--- src/port_regs_defs.vh ---
// constants for the port direction, data latch and pull-up register block
`ifndef PORT_REGS_DEFS_VH
`define PORT_REGS_DEFS_VH

// register byte addresses
`define PORT0_DATA_ADDR 16'hFF00
`define PORT1_DATA_ADDR 16'hFF01
`define PORT2_LEVEL_ADDR 16'hFF02
`define PORT5_DATA_ADDR 16'hFF05
`define PORT0_DIR_ADDR 16'hFF20
`define PORT1_DIR_ADDR 16'hFF21
`define PORT5_DIR_ADDR 16'hFF25
`define PORT0_PULLUP_ADDR 16'hFF30
`define PORT1_PULLUP_ADDR 16'hFF31
`define PORT5_PULLUP_ADDR 16'hFF35

// implemented pin masks
`define PORT0_MASK 8'h0F
`define PORT1_MASK 8'hD8
`define PORT2_MASK 8'h0F
`define PORT5_MASK 8'h19

// reset values
`define DIR_RESET 8'hFF
`define LATCH_RESET 8'h00
`define PULLUP_RESET 8'h00
`define BYTE_ZERO 8'h00

// alternate-function bit positions
`define TXD_BIT 4
`define RXD_BIT 3
`define FLASH_MODE_BIT 7
`define TIMER_A_BIT 0
`define TIMER_B_FIRST_BIT 3
`define TIMER_B_SECOND_BIT 4
`define IRQ_FIVE_BIT 3
`define CONV_TRIG_BIT 3
`define OUT_STOP_BIT 0

// internal port slot numbers
`define SLOT_PORT0 0
`define SLOT_PORT1 1
`define SLOT_PORT5 2

`endif

--- src/port_regs.v ---
// port direction, data latch, pin read and pull-up control registers
`timescale 1ns/100ps
// Notes on behaviour
// - each direction bit controls its own pin
// - direction 0 drives pin, 1 is input
// - direction registers reset to all ones
// - unimplemented direction bits read as one
// - data write loads latch, latch drives outputs
// - read returns pin when input, latch otherwise
// - output latches reset to zero
// - port 2 read-only, unimplemented data bits zero
// - registers take bit and byte writes
// - pull-up bit one requests the pull-up
// - pull-up only when bit set and input
// - no pull-up on output or alternate output
// - pull-up registers reset to zero
// - latch write in input mode still stored
// - bit write is byte read-modify-write
`include "port_regs_defs.vh"

module port_regs (
  input wire clk,
  input wire nrst,
  input wire [15:0] busAddr,
  input wire busWrEn,
  input wire [7:0] busWrData,
  input wire busBitWrEn,
  input wire [2:0] busBitSel,
  input wire busBitVal,
  input wire busRdEn,
  output wire [7:0] busRdData,
  output wire busRdValid,
  input wire [7:0] port0PinIn,
  output wire [7:0] port0PinOut,
  output wire [7:0] port0PinOe,
  output wire [7:0] port0Pullup,
  input wire [7:0] port1PinIn,
  output wire [7:0] port1PinOut,
  output wire [7:0] port1PinOe,
  output wire [7:0] port1Pullup,
  input wire [7:0] port5PinIn,
  output wire [7:0] port5PinOut,
  output wire [7:0] port5PinOe,
  output wire [7:0] port5Pullup,
  input wire [3:0] port2PinIn,
  input wire serialTransmitOut,
  input wire timerAOutput,
  input wire timerBOutput,
  output wire serialReceiveIn,
  output wire flashModeSelect,
  output wire timerAInput,
  output wire timerBInputFirst,
  output wire timerBInputSecond,
  output wire [3:0] extIrqLines,
  output wire extIrqLineFive,
  output wire converterTriggerIn,
  output wire timerOutputStopIn
);

  // implemented-pin mask of a port slot
  function [7:0] portMask;
    input integer slot;
    begin
      case (slot)
        `SLOT_PORT0: portMask = `PORT0_MASK;
        `SLOT_PORT1: portMask = `PORT1_MASK;
        default: portMask = `PORT5_MASK;
      endcase
    end
  endfunction

  function [15:0] dataAddr;
    input integer slot;
    begin
      case (slot)
        `SLOT_PORT0: dataAddr = `PORT0_DATA_ADDR;
        `SLOT_PORT1: dataAddr = `PORT1_DATA_ADDR;
        default: dataAddr = `PORT5_DATA_ADDR;
      endcase
    end
  endfunction

  function [15:0] dirAddr;
    input integer slot;
    begin
      case (slot)
        `SLOT_PORT0: dirAddr = `PORT0_DIR_ADDR;
        `SLOT_PORT1: dirAddr = `PORT1_DIR_ADDR;
        default: dirAddr = `PORT5_DIR_ADDR;
      endcase
    end
  endfunction

  function [15:0] pullupAddr;
    input integer slot;
    begin
      case (slot)
        `SLOT_PORT0: pullupAddr = `PORT0_PULLUP_ADDR;
        `SLOT_PORT1: pullupAddr = `PORT1_PULLUP_ADDR;
        default: pullupAddr = `PORT5_PULLUP_ADDR;
      endcase
    end
  endfunction

  // replace one bit of a byte; used by every bit-write path
  function [7:0] setBit;
    input [7:0] cur;
    input [2:0] sel;
    input val;
    reg [7:0] oneHot;
    begin
      oneHot = 8'h01 << sel;
      setBit = val ? (cur | oneHot) : (cur & ~oneHot);
    end
  endfunction

  wire [7:0] pinRaw [0:2];
  wire [7:0] dataRd [0:2];
  wire [7:0] dirRd [0:2];
  wire [7:0] pullupRd [0:2];
  wire [7:0] pinLevel [0:2];
  wire [7:0] altOr [0:2];
  wire [7:0] altAnd [0:2];

  assign pinRaw[`SLOT_PORT0] = port0PinIn;
  assign pinRaw[`SLOT_PORT1] = port1PinIn;
  assign pinRaw[`SLOT_PORT5] = port5PinIn;

  // transmit idles high, so the latch (set to 1) gates it onto the pin;
  // timer outputs are ORed with a latch that software leaves at 0
  assign altAnd[`SLOT_PORT0] = 8'hFF;
  assign altAnd[`SLOT_PORT1] = ~(8'h01 << `TXD_BIT) | ({8{serialTransmitOut}} & (8'h01 << `TXD_BIT));
  assign altAnd[`SLOT_PORT5] = 8'hFF;
  assign altOr[`SLOT_PORT0] = `BYTE_ZERO;
  assign altOr[`SLOT_PORT1] = `BYTE_ZERO;
  assign altOr[`SLOT_PORT5] = ({8{timerAOutput}} & (8'h01 << `TIMER_A_BIT))
    | ({8{timerBOutput}} & (8'h01 << `TIMER_B_SECOND_BIT));

  reg [7:0] pinOutQ [0:2];
  reg [7:0] pinOeQ [0:2];
  reg [7:0] pullupOutQ [0:2];

  genvar k;
  generate
    for (k = 0; k < 3; k = k + 1)
    begin : g_port
      reg [7:0] syncAQ;
      reg [7:0] syncBQ;
      reg [7:0] dirQ;
      reg [7:0] latchQ;
      reg [7:0] pullupQ;
      wire [7:0] mask;
      wire hitData;
      wire hitDir;
      wire hitPullup;

      assign mask = portMask(k);
      assign hitData = (busAddr == dataAddr(k));
      assign hitDir = (busAddr == dirAddr(k));
      assign hitPullup = (busAddr == pullupAddr(k));

      // two-stage pin synchroniser; only the second stage is read
      always @(posedge clk or negedge nrst)
      begin
        if (!nrst)
        begin
          syncAQ <= `BYTE_ZERO;
          syncBQ <= `BYTE_ZERO;
        end
        else
        begin
          syncAQ <= pinRaw[k];
          syncBQ <= syncAQ;
        end
      end
      assign pinLevel[k] = syncBQ;

      // per bit: input mode shows the pin, output mode the latch
      assign dataRd[k] = ((dirQ & syncBQ) | (~dirQ & latchQ)) & mask;
      assign dirRd[k] = dirQ | ~mask;
      assign pullupRd[k] = pullupQ & mask;

      always @(posedge clk or negedge nrst)
      begin
        if (!nrst)
        begin
          dirQ <= `DIR_RESET;
          latchQ <= `LATCH_RESET;
          pullupQ <= `PULLUP_RESET;
        end
        else
        begin
          if (hitDir && busWrEn)
            dirQ <= busWrData | ~mask;
          else if (hitDir && busBitWrEn)
            dirQ <= setBit(dirRd[k], busBitSel, busBitVal) | ~mask;
          // latch is written in either mode; an input pin simply stays undriven
          if (hitData && busWrEn)
            latchQ <= busWrData & mask;
          else if (hitData && busBitWrEn)
            // whole byte read back, so input bits take their pin level
            latchQ <= setBit(dataRd[k], busBitSel, busBitVal) & mask;
          if (hitPullup && busWrEn)
            pullupQ <= busWrData & mask;
          else if (hitPullup && busBitWrEn)
            pullupQ <= setBit(pullupRd[k], busBitSel, busBitVal) & mask;
        end
      end

      // pin drivers follow the registers one cycle later
      always @(posedge clk or negedge nrst)
      begin
        if (!nrst)
        begin
          pinOutQ[k] <= `BYTE_ZERO;
          pinOeQ[k] <= `BYTE_ZERO;
          pullupOutQ[k] <= `BYTE_ZERO;
        end
        else
        begin
          pinOutQ[k] <= ((latchQ & altAnd[k]) | altOr[k]) & mask;
          pinOeQ[k] <= ~dirQ & mask;
          // an alternate output is always in output mode, so the same gate covers it
          pullupOutQ[k] <= pullupQ & dirQ & mask;
        end
      end
    end
  endgenerate

  assign port0PinOut = pinOutQ[`SLOT_PORT0];
  assign port0PinOe = pinOeQ[`SLOT_PORT0];
  assign port0Pullup = pullupOutQ[`SLOT_PORT0];
  assign port1PinOut = pinOutQ[`SLOT_PORT1];
  assign port1PinOe = pinOeQ[`SLOT_PORT1];
  assign port1Pullup = pullupOutQ[`SLOT_PORT1];
  assign port5PinOut = pinOutQ[`SLOT_PORT5];
  assign port5PinOe = pinOeQ[`SLOT_PORT5];
  assign port5Pullup = pullupOutQ[`SLOT_PORT5];

  // input-only port: synchronised levels, both stages reset to zero
  reg [3:0] lvl2AQ;
  reg [3:0] lvl2BQ;
  always @(posedge clk or negedge nrst)
  begin
    if (!nrst)
    begin
      lvl2AQ <= 4'h0;
      lvl2BQ <= 4'h0;
    end
    else
    begin
      lvl2AQ <= port2PinIn;
      lvl2BQ <= lvl2AQ;
    end
  end

  // read multiplexer; unmapped addresses and writes to port 2 are ignored
  reg [7:0] rdMux;
  always @*
  begin
    case (busAddr)
      `PORT0_DATA_ADDR: rdMux = dataRd[`SLOT_PORT0];
      `PORT1_DATA_ADDR: rdMux = dataRd[`SLOT_PORT1];
      `PORT5_DATA_ADDR: rdMux = dataRd[`SLOT_PORT5];
      `PORT2_LEVEL_ADDR: rdMux = {4'h0, lvl2BQ} & `PORT2_MASK;
      `PORT0_DIR_ADDR: rdMux = dirRd[`SLOT_PORT0];
      `PORT1_DIR_ADDR: rdMux = dirRd[`SLOT_PORT1];
      `PORT5_DIR_ADDR: rdMux = dirRd[`SLOT_PORT5];
      `PORT0_PULLUP_ADDR: rdMux = pullupRd[`SLOT_PORT0];
      `PORT1_PULLUP_ADDR: rdMux = pullupRd[`SLOT_PORT1];
      `PORT5_PULLUP_ADDR: rdMux = pullupRd[`SLOT_PORT5];
      default: rdMux = `BYTE_ZERO;
    endcase
  end

  reg [7:0] rdDataQ;
  reg rdValidQ;
  always @(posedge clk or negedge nrst)
  begin
    if (!nrst)
    begin
      rdDataQ <= `BYTE_ZERO;
      rdValidQ <= 1'b0;
    end
    else
    begin
      rdValidQ <= busRdEn;
      if (busRdEn)
        rdDataQ <= rdMux;
    end
  end
  assign busRdData = rdDataQ;
  assign busRdValid = rdValidQ;

  // alternate-function input taps, taken from the synchronised pin levels
  reg rxdQ;
  reg flashQ;
  reg timerAQ;
  reg timerB1Q;
  reg timerB2Q;
  reg [3:0] irqQ;
  reg irqFiveQ;
  reg convTrigQ;
  reg outStopQ;
  always @(posedge clk or negedge nrst)
  begin
    if (!nrst)
    begin
      rxdQ <= 1'b0;
      flashQ <= 1'b0;
      timerAQ <= 1'b0;
      timerB1Q <= 1'b0;
      timerB2Q <= 1'b0;
      irqQ <= 4'h0;
      irqFiveQ <= 1'b0;
      convTrigQ <= 1'b0;
      outStopQ <= 1'b0;
    end
    else
    begin
      rxdQ <= pinLevel[`SLOT_PORT1][`RXD_BIT];
      flashQ <= pinLevel[`SLOT_PORT1][`FLASH_MODE_BIT];
      timerAQ <= pinLevel[`SLOT_PORT5][`TIMER_A_BIT];
      timerB1Q <= pinLevel[`SLOT_PORT5][`TIMER_B_FIRST_BIT];
      timerB2Q <= pinLevel[`SLOT_PORT5][`TIMER_B_SECOND_BIT];
      irqQ <= pinLevel[`SLOT_PORT0][3:0];
      irqFiveQ <= pinLevel[`SLOT_PORT5][`IRQ_FIVE_BIT];
      convTrigQ <= pinLevel[`SLOT_PORT0][`CONV_TRIG_BIT];
      outStopQ <= pinLevel[`SLOT_PORT0][`OUT_STOP_BIT];
    end
  end
  assign serialReceiveIn = rxdQ;
  assign flashModeSelect = flashQ;
  assign timerAInput = timerAQ;
  assign timerBInputFirst = timerB1Q;
  assign timerBInputSecond = timerB2Q;
  assign extIrqLines = irqQ;
  assign extIrqLineFive = irqFiveQ;
  assign converterTriggerIn = convTrigQ;
  assign timerOutputStopIn = outStopQ;

endmodule

--- config.mk ---
export PLATFORM = sky130hd
export DESIGN_NAME = port_regs
export DESIGN_NICKNAME = d
export VERILOG_FILES = /design/src/port_regs.v
export VERILOG_INCLUDE_DIRS = /design/src
export SDC_FILE = /design/constraint.sdc
export NUM_CORES = 1
export LEC_CHECK = 0
export BUFFER_PORTS_ARGS = -buffer_cell sky130_fd_sc_hd__buf_2
export CORE_ASPECT_RATIO = 0.5
export CORE_MARGIN = 2
export CORE_UTILIZATION = 45
export CTS_CLUSTER_SIZE = 10
export DETAILED_ROUTE_END_ITERATION = 12
export GPL_TIMING_DRIVEN = 0
export PLACE_DENSITY = 0.76
export SYNTH_ARGS = -nofsm -noshare
export SYNTH_HDL_FRONTEND = slang
export SYNTH_SLANG_ARGS = --single-unit
--- constraint.sdc ---
create_clock -name clk -period 2 [get_ports clk]
set_input_delay 0.3 -clock clk [delete_from_list [all_inputs] [get_ports clk]]
set_output_delay 0.3 -clock clk [all_outputs]
set_load 0.03 [all_outputs]
# Word level (Yosys, flattened, before mapping)

Cells that the tools add are included.

RAM bits: 0
Output and inout port bits: 93
Memories: 0
Bits in read-only memories: 0
Bits in registers: 146
Bits in latches: 0
Word-level logic and storage cells: 139
Input port bits: 64

Equal/unequal tests: 10
Reductions and logical operators: 27
Mux-type cells: 28
Magnitude comparators: 0
Div/mod/pow operators: 0
Multiply operators: 0
Shift operators: 1
Bitwise operators: 37
Add/sub/neg operators: 0

Operators with widths:

| operator               | count |
|---|---|
| $eq A16 B16 Y1 const B | 10 |
| $pmux W8 S10           | 1 |
| $mux W8                | 9 |
| $and A8 B8 Y8          | 7 |
| $mux W5                | 9 |
| $mux W4                | 9 |
| $or A8 B8 Y8           | 4 |
| $and A5 B5 Y5          | 6 |
| $or A5 B5 Y5           | 5 |
| $and A4 B4 Y4          | 6 |
| $logic_and A1 B1 Y1    | 18 |
| $reduce_bool A2 Y1     | 9 |
| $not A8 Y8             | 2 |
| $or A4 B4 Y4           | 4 |
| $shl A1 B3 Y8 const A  | 1 |
| $not A5 Y5             | 1 |
| $or A1 B5 Y5           | 1 |
| $not A4 Y4             | 1 |

# Depth between registers and ports, before layout

Gate-level depths: netlist (run 1).

Depth in word-level cells: 7
Mapped depth: 7
Gate-level depth less buffers: 5

# Worst setup path before layout (run 1)

OpenSTA, ideal clock, no wires.

Path kind: input -> register
From: in busAddr[0]
To: reg g_port[0].latchQ[1]
Stages: 7
Required time: 1877 ps
Arrival time: 1620 ps
Setup time: 123 ps
Setup slack: 257 ps
Buffers on the path: 2
Path through: buf_2 > nor4_4 > and4_2 > buf_2 > a21oi_1 > a211oi_1 > nor2_1

Longest elaborated chain between the ends: 3
Elaborated cells between the ends (all ways): 5
Classes of those cells: 1 x eq/ne; 1 x mux; 3 x reduce/logical

Ends and longest elaborated chain:

| item                                                 | line                             | source |
|---|---|---|
| start: declaration                                   | port_regs.v:24                   | `input wire [15:0] busAddr,` |
| $eq A16 B16 Y1 *                                     | port_regs.v:158                  | `assign hitData = (busAddr == dataAddr(k));` |
| $logic_and A1 B1 Y1, on equally long branches        | port_regs.v:198, port_regs.v:200 |  |
| $mux W4 / $reduce_bool A2 Y1 (equally long branches) | -                                |  |
| end signal: assignment                               | port_regs.v:188                  | `` latchQ <= `LATCH_RESET; `` |
| end signal: assignment                               | port_regs.v:199                  | `latchQ <= busWrData & mask;` |
| end signal: assignment                               | port_regs.v:202                  | `latchQ <= setBit(dataRd[k], busBitSel, busBitVal) & mask;` |
| end: declaration                                     | port_regs.v:150                  | `reg [7:0] latchQ;` |

Mark *: on every way between the ends. The rest lies on a longest branch, timed or not.
A chain may end at the register's enable or synchronous reset.

==> results of run 1 <==
-- report_power, final --
group / internal [W] / total [W] / leakage, nW / switching, W
clock network: 0.00221 / 0.00324 / 0.313 / 0.00103
registers: 0.00246 / 0.00255 / 1.38 / 0.0000875
logic: 0.000283 / 0.000811 / 1.57 / 0.000528
-- stage by stage --
step                hold slack, ns  setup TNS (ns)  utilization  cell area [µm²]
floorplan                  0.00441               0            -             5350
global placement             0.332          -72.12        0.540             6020
detailed placement           0.335           -2.16        0.543             6050
CTS                         0.0222               0        0.615             6850
global route                0.0333               0        0.615             6850
finish                      0.0293               0        0.615             6850
-- cells in the mapped netlist (6+ instances only) --
master,number,area [µm²]
mux2_2,12,135
nand2_1,23,86.3
o21ai_1,6,30.0
a211oi_1,6,45.0
o22ai_1,8,50.1
o21ai_0,30,150
and2_1,12,75.1
dfstp_2,11,289
dfrtp_1,103,2580
clkbuf_1,9,33.8
buf_2,9,45.0
buf_4,42,315
a21oi_1,30,150
a31oi_1,6,37.5
nor2_1,32,120
mux2i_1,14,140
inv_1,22,82.6
-- layout make-up --
type | instances | share of cell area
Buffer | 62 | 0.0599
Clock buffer | 23 | 0.0712
Clock inverter | 9 | 0.0221
Inverter | 23 | 0.0126
Multi-Input combinational cell | 311 | 0.290
Sequential cell | 114 | 0.418
Tap cell | 145 | 0.0265
Timing Repair Buffer | 115 | 0.0993
-- worst max-delay path: stages --
cell and delay (ns):
buf_2 0.17, or3b_1 0.39, nor4_2 0.40, nand2_1 0.34, nor2_1 0.23, mux2_2 0.36
-- layout by cell type (no fill, tap or decap), types with 3 or more instances in the layout --
cell,Yosys,layout
bufinv_16,0,4
clkbuf_8,0,4
and2_1,12,12
dfrtp_1,103,103
a21oi_1,30,30
buf_2,9,106
nand3_1,4,4
o22ai_1,8,8
nor2b_1,4,4
nand2_1,23,23
nand4_1,3,3
nor3_1,3,3
inv_1,22,22
and4_1,3,3
a31oi_1,6,6
mux2_2,12,12
o31a_1,3,3
o21ai_0,30,30
nor2_1,32,32
or3_1,3,3
conb_1,1,39
a22o_1,4,4
a211oi_1,6,6
clkbuf_1,9,11
clkbuf_16,0,17
and3_1,4,4
buf_4,42,43
a32oi_1,4,4
a22oi_1,4,4
nor3b_1,3,3
dfstp_2,11,11
clkinv_2,0,3
mux2i_1,14,14
dlygate4sd3_1,0,16
o21ai_1,6,6
-- logic make-up after synthesis --
family          Yosys count
other cells               1
flops                   114
simple gates            115
compound gates          131
buf+inv                  85
mux                      26
-- routing by layer --
metal / share of wire / up-vias
met5: 0 / -
met4: 0.016 / 0
met3: 0.11 / 26
met2: 0.45 / 239
met1: 0.43 / 2030
li1: - / 1965
-- worst max-delay path by stage --
stage / start / to / slack (ns)
floorplan: busAddr[0] / g_port[0].latchQ[1] / 0.26
global placement: nrst / port0PinOe[2] / -0.69
detailed placement: busAddr[5] / flip-flop / -0.20
CTS: busAddr[5] / flip-flop / 0.21
global route: busAddr[0] / g_port[0].latchQ[3] / 0.04
finish: busAddr[5] / flip-flop / 0.16
==> impl_metrics.csv, run 1 <==
group,metric,value,unit
global_route,gr-total-overflow,0,
floorplan,floorplan.initialDensity,0.467,
min_path,min_to,"busRdValid",
place,hpwl,9.89,mm
clock_tree,insertion_delay,0.42,ns
min_path,min_from,"busRdEn",
clock_tree,post_cts_resized,0,
yosys,async_flop_share,1.00,
floorplan,io_pins,157,
detailed_routing,drtPass1Iterations,5,
clock_tree,clockBufferDepth,2,
sta,slew_violations,0,
clock_tree,cts_sinks,114,
yosys,netlist_instances,472,
final_layout,final_cells,802,
yosys,seq_area_frac_synth,0.550,
global_route,antenna_found_initial,0,
yosys,synth_xor_area_frac,0,
yosys,yosysWarnings,0,
final_layout,area_delta_synth_final,31.6,%
sta,rsz0062_at_grt,"no",
critical_path,end_kind,"flip-flop",
critical_path,required,2.34,ns
sta,fin_crit,1.84,ns
floorplan,die-area,12500,µm²
detailed_routing,wl_per_cell,17.1,µm
pwr,p_total,0.00660,W
pwr,powerDensity,963,nW/µm²
critical_path,cp.arrival,2.18,ns
sta,finalSetupViolations,0,
sta,fmax,545,MHz
critical_path,r2r_cells,4,
sta,hold_viol_final,0,
final_layout,drive_above_1_share,0.342,
detailed_routing,dr.first_iter.drc_count,423,
yosys,synth-compound-area-share,0.169,
clock_tree,postCtsSetupRepairBufs,0,
critical_path,critPathLaunchType,"input port",
clock_tree,clkTransAtPathRegs,0.05,ns
job,drv_cap,0,
sta,setup_ws,0.165,ns
place,gp_congestion,0.923,
yosys,syn-cell-area,5210,µm²
global_route,grt.met3_usage,0.0831,
global_route,grt_pass1_vias,4267,
detailed_routing,drt-vias-per-instance,5.31,
floorplan,chipHeight,80.1,µm
critical_path,reg2reg_slack,0.40,ns
final_layout,fill_cells,916,
global_route,grt_max_degree,66,
yosys,synth-edff-count,0,
yosys,synthMuxAreaShare,0.0528,
global_route,top_usage_layer,"met2",
clock_tree,h-tree-depth,4,
global_route,use_met1,0.303,
critical_path,worstSetupPathType,"in -> reg",
detailed_routing,route.vias.total,4260,
floorplan,die_w,156,µm
min_path,hold_class,"in -> reg",
global_route,grt_use_total,0.233,
min_path,min_path_cells,1,
global_route,grt_use_met2,0.356,
final_layout,seqCellArea,2870,µm²
detailed_routing,drc,0,
place,dp.cells,754,
yosys,synth-main-ff-cell,"dfrtp_1",
detailed_routing,wirelength,13.7,mm
clock_tree,cts_root_buffer,"clkbuf_16",
place,dp_slack,-0.199,ns
final_layout,num-nets-final,708,
clock_tree,cts_buffers,17,
pwr,power.leakage,3.27,nW
critical_path,r2r-end,"busRdData[6]",
pwr,vdd_drop_max,0.000505,V
yosys,synth_top_family_by_area,"compound AO/OA/AOI/OAI gates",
sta,slew_headroom,0.547,
critical_path,critPathMaxFanout,8,
yosys,yosysUniqueCellTypes,71,
final_layout,n_antenna_cell,0,
detailed_routing,antenna_left,0,
sta,fin_skew,0.00421,ns
outcome,outcome,"completed",
final_layout,multi_input_area,1990,µm²
place,port_buffers,98,
yosys,ys_ff_latch,114,
yosys,synth_fa_ha_area_frac,0,
global_route,grt_pass1_wl,21.7,mm
floorplan,placeableCoreArea,11100,µm²
clock_tree,hold_buffers,16,
sta,fin_crit_sh,0.918,
yosys,syn_area_per_cell,11.0,µm²
sta,tightest_slew,0.676,ns
floorplan,std_cell_rows,27,
yosys,synthSimpleGateAreaFrac,0.132,
clock_tree,cts_tree,"done",
Note: power is estimated with default switching activity, not from simulation.
==> inputs of run 2 (changes only) <==
Settings changed: CORE_UTILIZATION 45 to 52, PLACE_DENSITY 0.76 to 0.86.
==> run 2 against run 1 <==
Via count is 1.6% higher. Global-route usage is 2.7 points higher. Flip-flop and latch count stayed put. Fmax is 0.74% lower. Critical path depth stayed put. Final cell count is 1.2% lower. Clock-buffer cell count is 1 higher. Combinational power is 1% higher. Total power is 0.15% higher. Sequential share of layout area hardly changed. Hold slack better by 0.0048 ns. Largest power group unchanged.
==> impl_metrics.csv, run 2 (synthesis results as in run 1) <==
group,metric,value,unit
final_layout,final_cell_mix,"buf_2 (106), dfrtp_1 (103), buf_4 (43)",
sta,rsz0062_at_grt,"no",
place,dp_slack,-0.231,ns
clock_tree,clockBufferDepth,2,
critical_path,critPathMaxFanout,9,
pwr,powerDensity,965,nW/µm²
detailed_routing,wl_per_cell,17.3,µm
critical_path,critPathBufInv,2,
critical_path,crit_chain,"clkbuf_1 > clkinv_1 > nor2_1 > nor2_1 > nor2_1 > mux2_2",
sta,hold-worst-slack,0.0341,ns
floorplan,floorplan.initialDensity,0.542,
outcome,outcome,"completed",
critical_path,worstSetupPathType,"in -> reg",
sta,finalSetupViolations,0,
critical_path,cp.arrival,2.15,ns
job,drv_cap,0,
place,gp_congestion,0.914,
place,hpwl,9.85,mm
global_route,antenna_found_initial,0,
critical_path,required,2.31,ns
critical_path,cpPeakStageDelay,0.50,ns
floorplan,io_pins,157,
final_layout,area_delta_synth_final,31.5,%
final_layout,fill_cells,703,
critical_path,path_delay_family,"buffers and inverters",
global_route,grt_pass1_vias,4106,
sta,slew_headroom,0.519,
sta,fin_crit,1.85,ns
sta,fin_skew,0.00444,ns
place,port_buffers,98,
clock_tree,cts_buffers,17,
sta,fin_crit_sh,0.924,
final_layout,final_common_cell,"buf_2",
pwr,p_total,0.00661,W
floorplan,die_w,146,µm
clock_tree,insertion_delay,0.42,ns
sta,hold_viol_final,0,
clock_tree,cts_tree,"done",
floorplan,die-area,10900,µm²
floorplan,placeableCoreArea,9600,µm²
global_route,grt_pass1_wl,21.0,mm
critical_path,end_kind,"flip-flop",
detailed_routing,drtPass1Iterations,5,
critical_path,crit_slowest_cell,"clkinv_1",
detailed_routing,antenna_left,0,
detailed_routing,route.vias.total,4329,
global_route,grt_use_total,0.260,
critical_path,crit_top_cell,"nor2_1",
place,placed_cell_area,6040,µm²
critical_path,critPathLaunchType,"input port",
final_layout,n_antenna_cell,0,
global_route,grt_max_degree,60,
detailed_routing,drt-vias-per-instance,5.47,
sta,fmax,541,MHz
clock_tree,h-tree-depth,4,
global_route,gr-total-overflow,0,
min_path,hold_class,"in -> reg",
pwr,power.leakage,3.26,nW
detailed_routing,wirelength,13.7,mm
detailed_routing,drc,0,
final_layout,fin_area,6850,µm²
floorplan,chipHeight,74.8,µm
final_layout,drive_above_1_share,0.342,
floorplan,std_cell_rows,25,
clock_tree,cts_sinks,114,
sta,setup_tns,0,ns
sta,setup_ws,0.151,ns
pwr,vdd_drop_max,0.000616,V
clock_tree,cts_root_buffer,"clkbuf_16",
clock_tree,clkTransAtPathRegs,0.05,ns
sta,tightest_slew,0.721,ns
sta,slew_violations,0,
final_layout,num-nets-final,708,
detailed_routing,dr.first_iter.drc_count,458,
## run 2: cell types whose count changed in the layout (fill, tap and decap cells not counted)
cell / previous run / this run
clkinv_4: 1 / 0
clkinv_2: 3 / 1
clkinvlp_4: 1 / 3
clkbuf_8: 4 / 5
## run 2: final cells by class
cell class | count | area (µm²) | share of cell area
sequential | 114 | 2870 | 0.418
tap | 135 | 169 | 0.0247
multi-input combinational | 311 | 1990 | 0.290
inverter | 23 | 86.3 | 0.0126
buffer | 62 | 410 | 0.0599
timing repair buffer | 115 | 681 | 0.0994
clock inverter | 8 | 148 | 0.0216
clock buffer | 24 | 502 | 0.0732
## run 2: layer usage
metal,vias to the layer above,routed length [µm],share of wire,track usage
li1,1965,-,-,-
met1,2077,5660,0.41,0.335
met2,257,6150,0.45,0.402
met3,30,1550,0.11,0.0927
met4,0,346,0.025,0.131
met5,-,0,0,0
## run 2: power breakdown
group	total (W)	internal [W]	switching (W)
sequential	0.00254	0.00246	0.0000854
clock	0.00325	0.00224	0.00100
combinational	0.000819	0.000284	0.000535
total	0.00661	0.00499	0.00162
## run 2: path summary, 6_finish.rpt
kind / endpoint / from / slack (ns) / cells after the start
worst max-delay path: flip-flop / busBitWrEn / 0.15 / 6
worst min-delay path: busRdValid / busRdEn / 0.03 / 1
worst max register to register: busRdData[4] / flip-flop / 0.34 / 5
worst min register to register: g_port[0].syncBQ[1] / g_port[0].syncAQ[1] / 0.34 / 0
max in group asynchronous: async pin / nrst / 0.76 / 3
min in group asynchronous: g_port[1].syncAQ[4] / nrst / 0.48 / 2
## run 2: repair_timing
item | CTS | global route
gates resized for setup | 0 | 0
setup endpoints to repair | 0 | 0
endpoints found under the hold margin | 68 | 0
hold buffers | 16 | 0
setup buffers | 0 | 0
## run 2: per-stage QoR
stage	cells	util
5_1_grt	792	0.713
6_report	792	0.713
4_1_cts	792	0.713
2_1_floorplan	510	-
3_5_place_dp	744	0.629
3_3_place_gp	743	0.626
==> inputs of run 3 (changes only) <==
Settings changed: CORE_ASPECT_RATIO 0.5 to 0.7.
==> run 3 against run 2 <==
Clock-buffer cell count fell by 2. Hold slack got worse by 0.023 ns. Register-to-register slack worse by 0.12 ns. Clock skew grew 0.0039 ns. Fmax grew 2.4%. Sequential power about the same. Die area shrank 0.33%. First-iteration DRC count shrank 16%. Combinational power barely moved. Sequential share of layout area grew 0.28 points. Utilization fell by 1.3 points.
==> impl_metrics.csv, run 3 (synthesis results as in run 1) <==
group,metric,value,unit
clock_tree,clockBufferDepth,2,
clock_tree,h-tree-depth,4,
critical_path,critPathLaunchType,"input port",
clock_tree,insertion_delay,0.41,ns
critical_path,end_kind,"flip-flop",
job,drv_cap,0,
floorplan,std_cell_rows,30,
clock_tree,cts_root_buffer,"clkbuf_16",
sta,slew_violations,0,
pwr,power.leakage,3.25,nW
critical_path,cpPeakStageDelay,0.44,ns
clock_tree,cts_tree,"done",
global_route,gr-total-overflow,0,
sta,finalSetupViolations,0,
detailed_routing,wl_per_cell,18.7,µm
final_layout,area_delta_synth_final,30.6,%
sta,fin_crit,1.81,ns
final_layout,final_cell_mix,"buf_2 (106), dfrtp_1 (103), buf_4 (43)",
global_route,grt_pass1_vias,4233,
place,port_buffers,98,
detailed_routing,wirelength,14.7,mm
floorplan,chipHeight,87.7,µm
detailed_routing,antenna_left,0,
sta,hold-worst-slack,0.0109,ns
final_layout,final_common_cell,"buf_2",
critical_path,crit_slowest_cell,"nor2_1",
global_route,grt_pass1_wl,22.6,mm
pwr,vdd_drop_max,0.000731,V
sta,tightest_slew,0.698,ns
sta,fin_crit_sh,0.903,
detailed_routing,drtPass1Iterations,5,
clock_tree,postCtsSetupRepairBufs,0,
sta,slew_headroom,0.535,
floorplan,die-area,10800,µm²
floorplan,die_w,124,µm
place,hpwl,10.6,mm
place,gp_congestion,0.904,
critical_path,required,2.30,ns
final_layout,fin_area,6800,µm²
detailed_routing,dr.first_iter.drc_count,385,
global_route,grt_use_total,0.286,
sta,rsz0062_at_grt,"no",
outcome,outcome,"completed",
sta,fmax,554,MHz
detailed_routing,drc,0,
global_route,antenna_found_initial,0,
min_path,hold_class,"in -> reg",
floorplan,placeableCoreArea,9720,µm²
final_layout,n_antenna_cell,0,
clock_tree,cts_sinks,114,
place,placed_cell_area,6030,µm²
final_layout,drive_above_1_share,0.341,
floorplan,io_pins,157,
sta,hold_viol_final,0,
detailed_routing,drt-vias-per-instance,5.56,
clock_tree,clkTransAtPathRegs,0.05,ns
detailed_routing,route.vias.total,4361,
pwr,powerDensity,961,nW/µm²
critical_path,cp.arrival,2.10,ns
floorplan,floorplan.initialDensity,0.536,
global_route,grt_max_degree,66,
sta,setup_tns,0,ns
critical_path,critPathMaxFanout,9,
sta,fin_skew,0.00830,ns
critical_path,worstSetupPathType,"in -> reg",
critical_path,crit_top_cell,"nor2_1",
clock_tree,cts_buffers,17,
final_layout,num-nets-final,707,
critical_path,crit_chain,"clkbuf_1 > clkinv_1 > nor2_1 > nor2_1 > nor2_1 > mux2_2",
run 3: final timing paths:
kind / startpoint / end / slack (ns) / cells after the start
worst max-delay path: busBitWrEn / flip-flop / 0.19 / 6
min in group asynchronous: nrst / port1PinOe[6] / 0.45 / 2
worst min-delay path: port0PinIn[1] / g_port[0].syncAQ[1] / 0.01 / 1
worst max register to register: flip-flop / busRdData[3] / 0.22 / 5
max in group asynchronous: nrst / async pin / 0.77 / 3
worst min register to register: g_port[1].syncAQ[6] / g_port[1].syncBQ[6] / 0.35 / 0
run 3: what timing repair did:
item	4_1_cts	5_1_grt
gates resized for setup	0	0
endpoints found under the hold margin	57	1
hold buffers	14	1
run 3: critical path: cells and delay by family:
family                 cells  cell delay [ns]
buffers and inverters      2             0.79
muxes                      1             0.34
and+or+nand+nor            3             0.67
run 3: per-layer routing:
metal  vias to the layer above  GRT usage  wire (µm)
met5                         -          0          0
met3                        39     0.0592       1100
met2                       226      0.425       6580
li1                       1962          -          -
met1                      2134      0.399       6570
met4                         0      0.150        441
run 3: final cells by class:
class / instances / area, µm²
Clock inverter: 10 / 158
Timing Repair Buffer: 114 / 671
Sequential cell: 114 / 2870
Inverter: 23 / 86.3
Tap cell: 128 / 160
Multi-Input combinational cell: 311 / 1990
Fill cell: 748 / 2920
Buffer: 62 / 410
Clock buffer: 22 / 464
run 3: power breakdown:
group	total [W]	switching [W]	leakage, nW	internal, W
Sequential	0.00255	0.0000966	1.38	0.00246
Clock	0.00317	0.00103	0.296	0.00214
Combinational	0.000817	0.000535	1.57	0.000282
run 3: metrics by stage:
step / worst slack (ns) / instances / power (W) / utilization
after floorplan: 0.257 / 510 / 0.00309 / -
after global placement: -0.574 / 736 / 0.00334 / 0.617
after detailed placement: -0.148 / 737 / 0.00337 / 0.620
after CTS: 0.249 / 783 / 0.00656 / 0.699
after global routing: 0.0842 / 784 / 0.00675 / 0.700
final: 0.194 / 784 / 0.00654 / 0.700
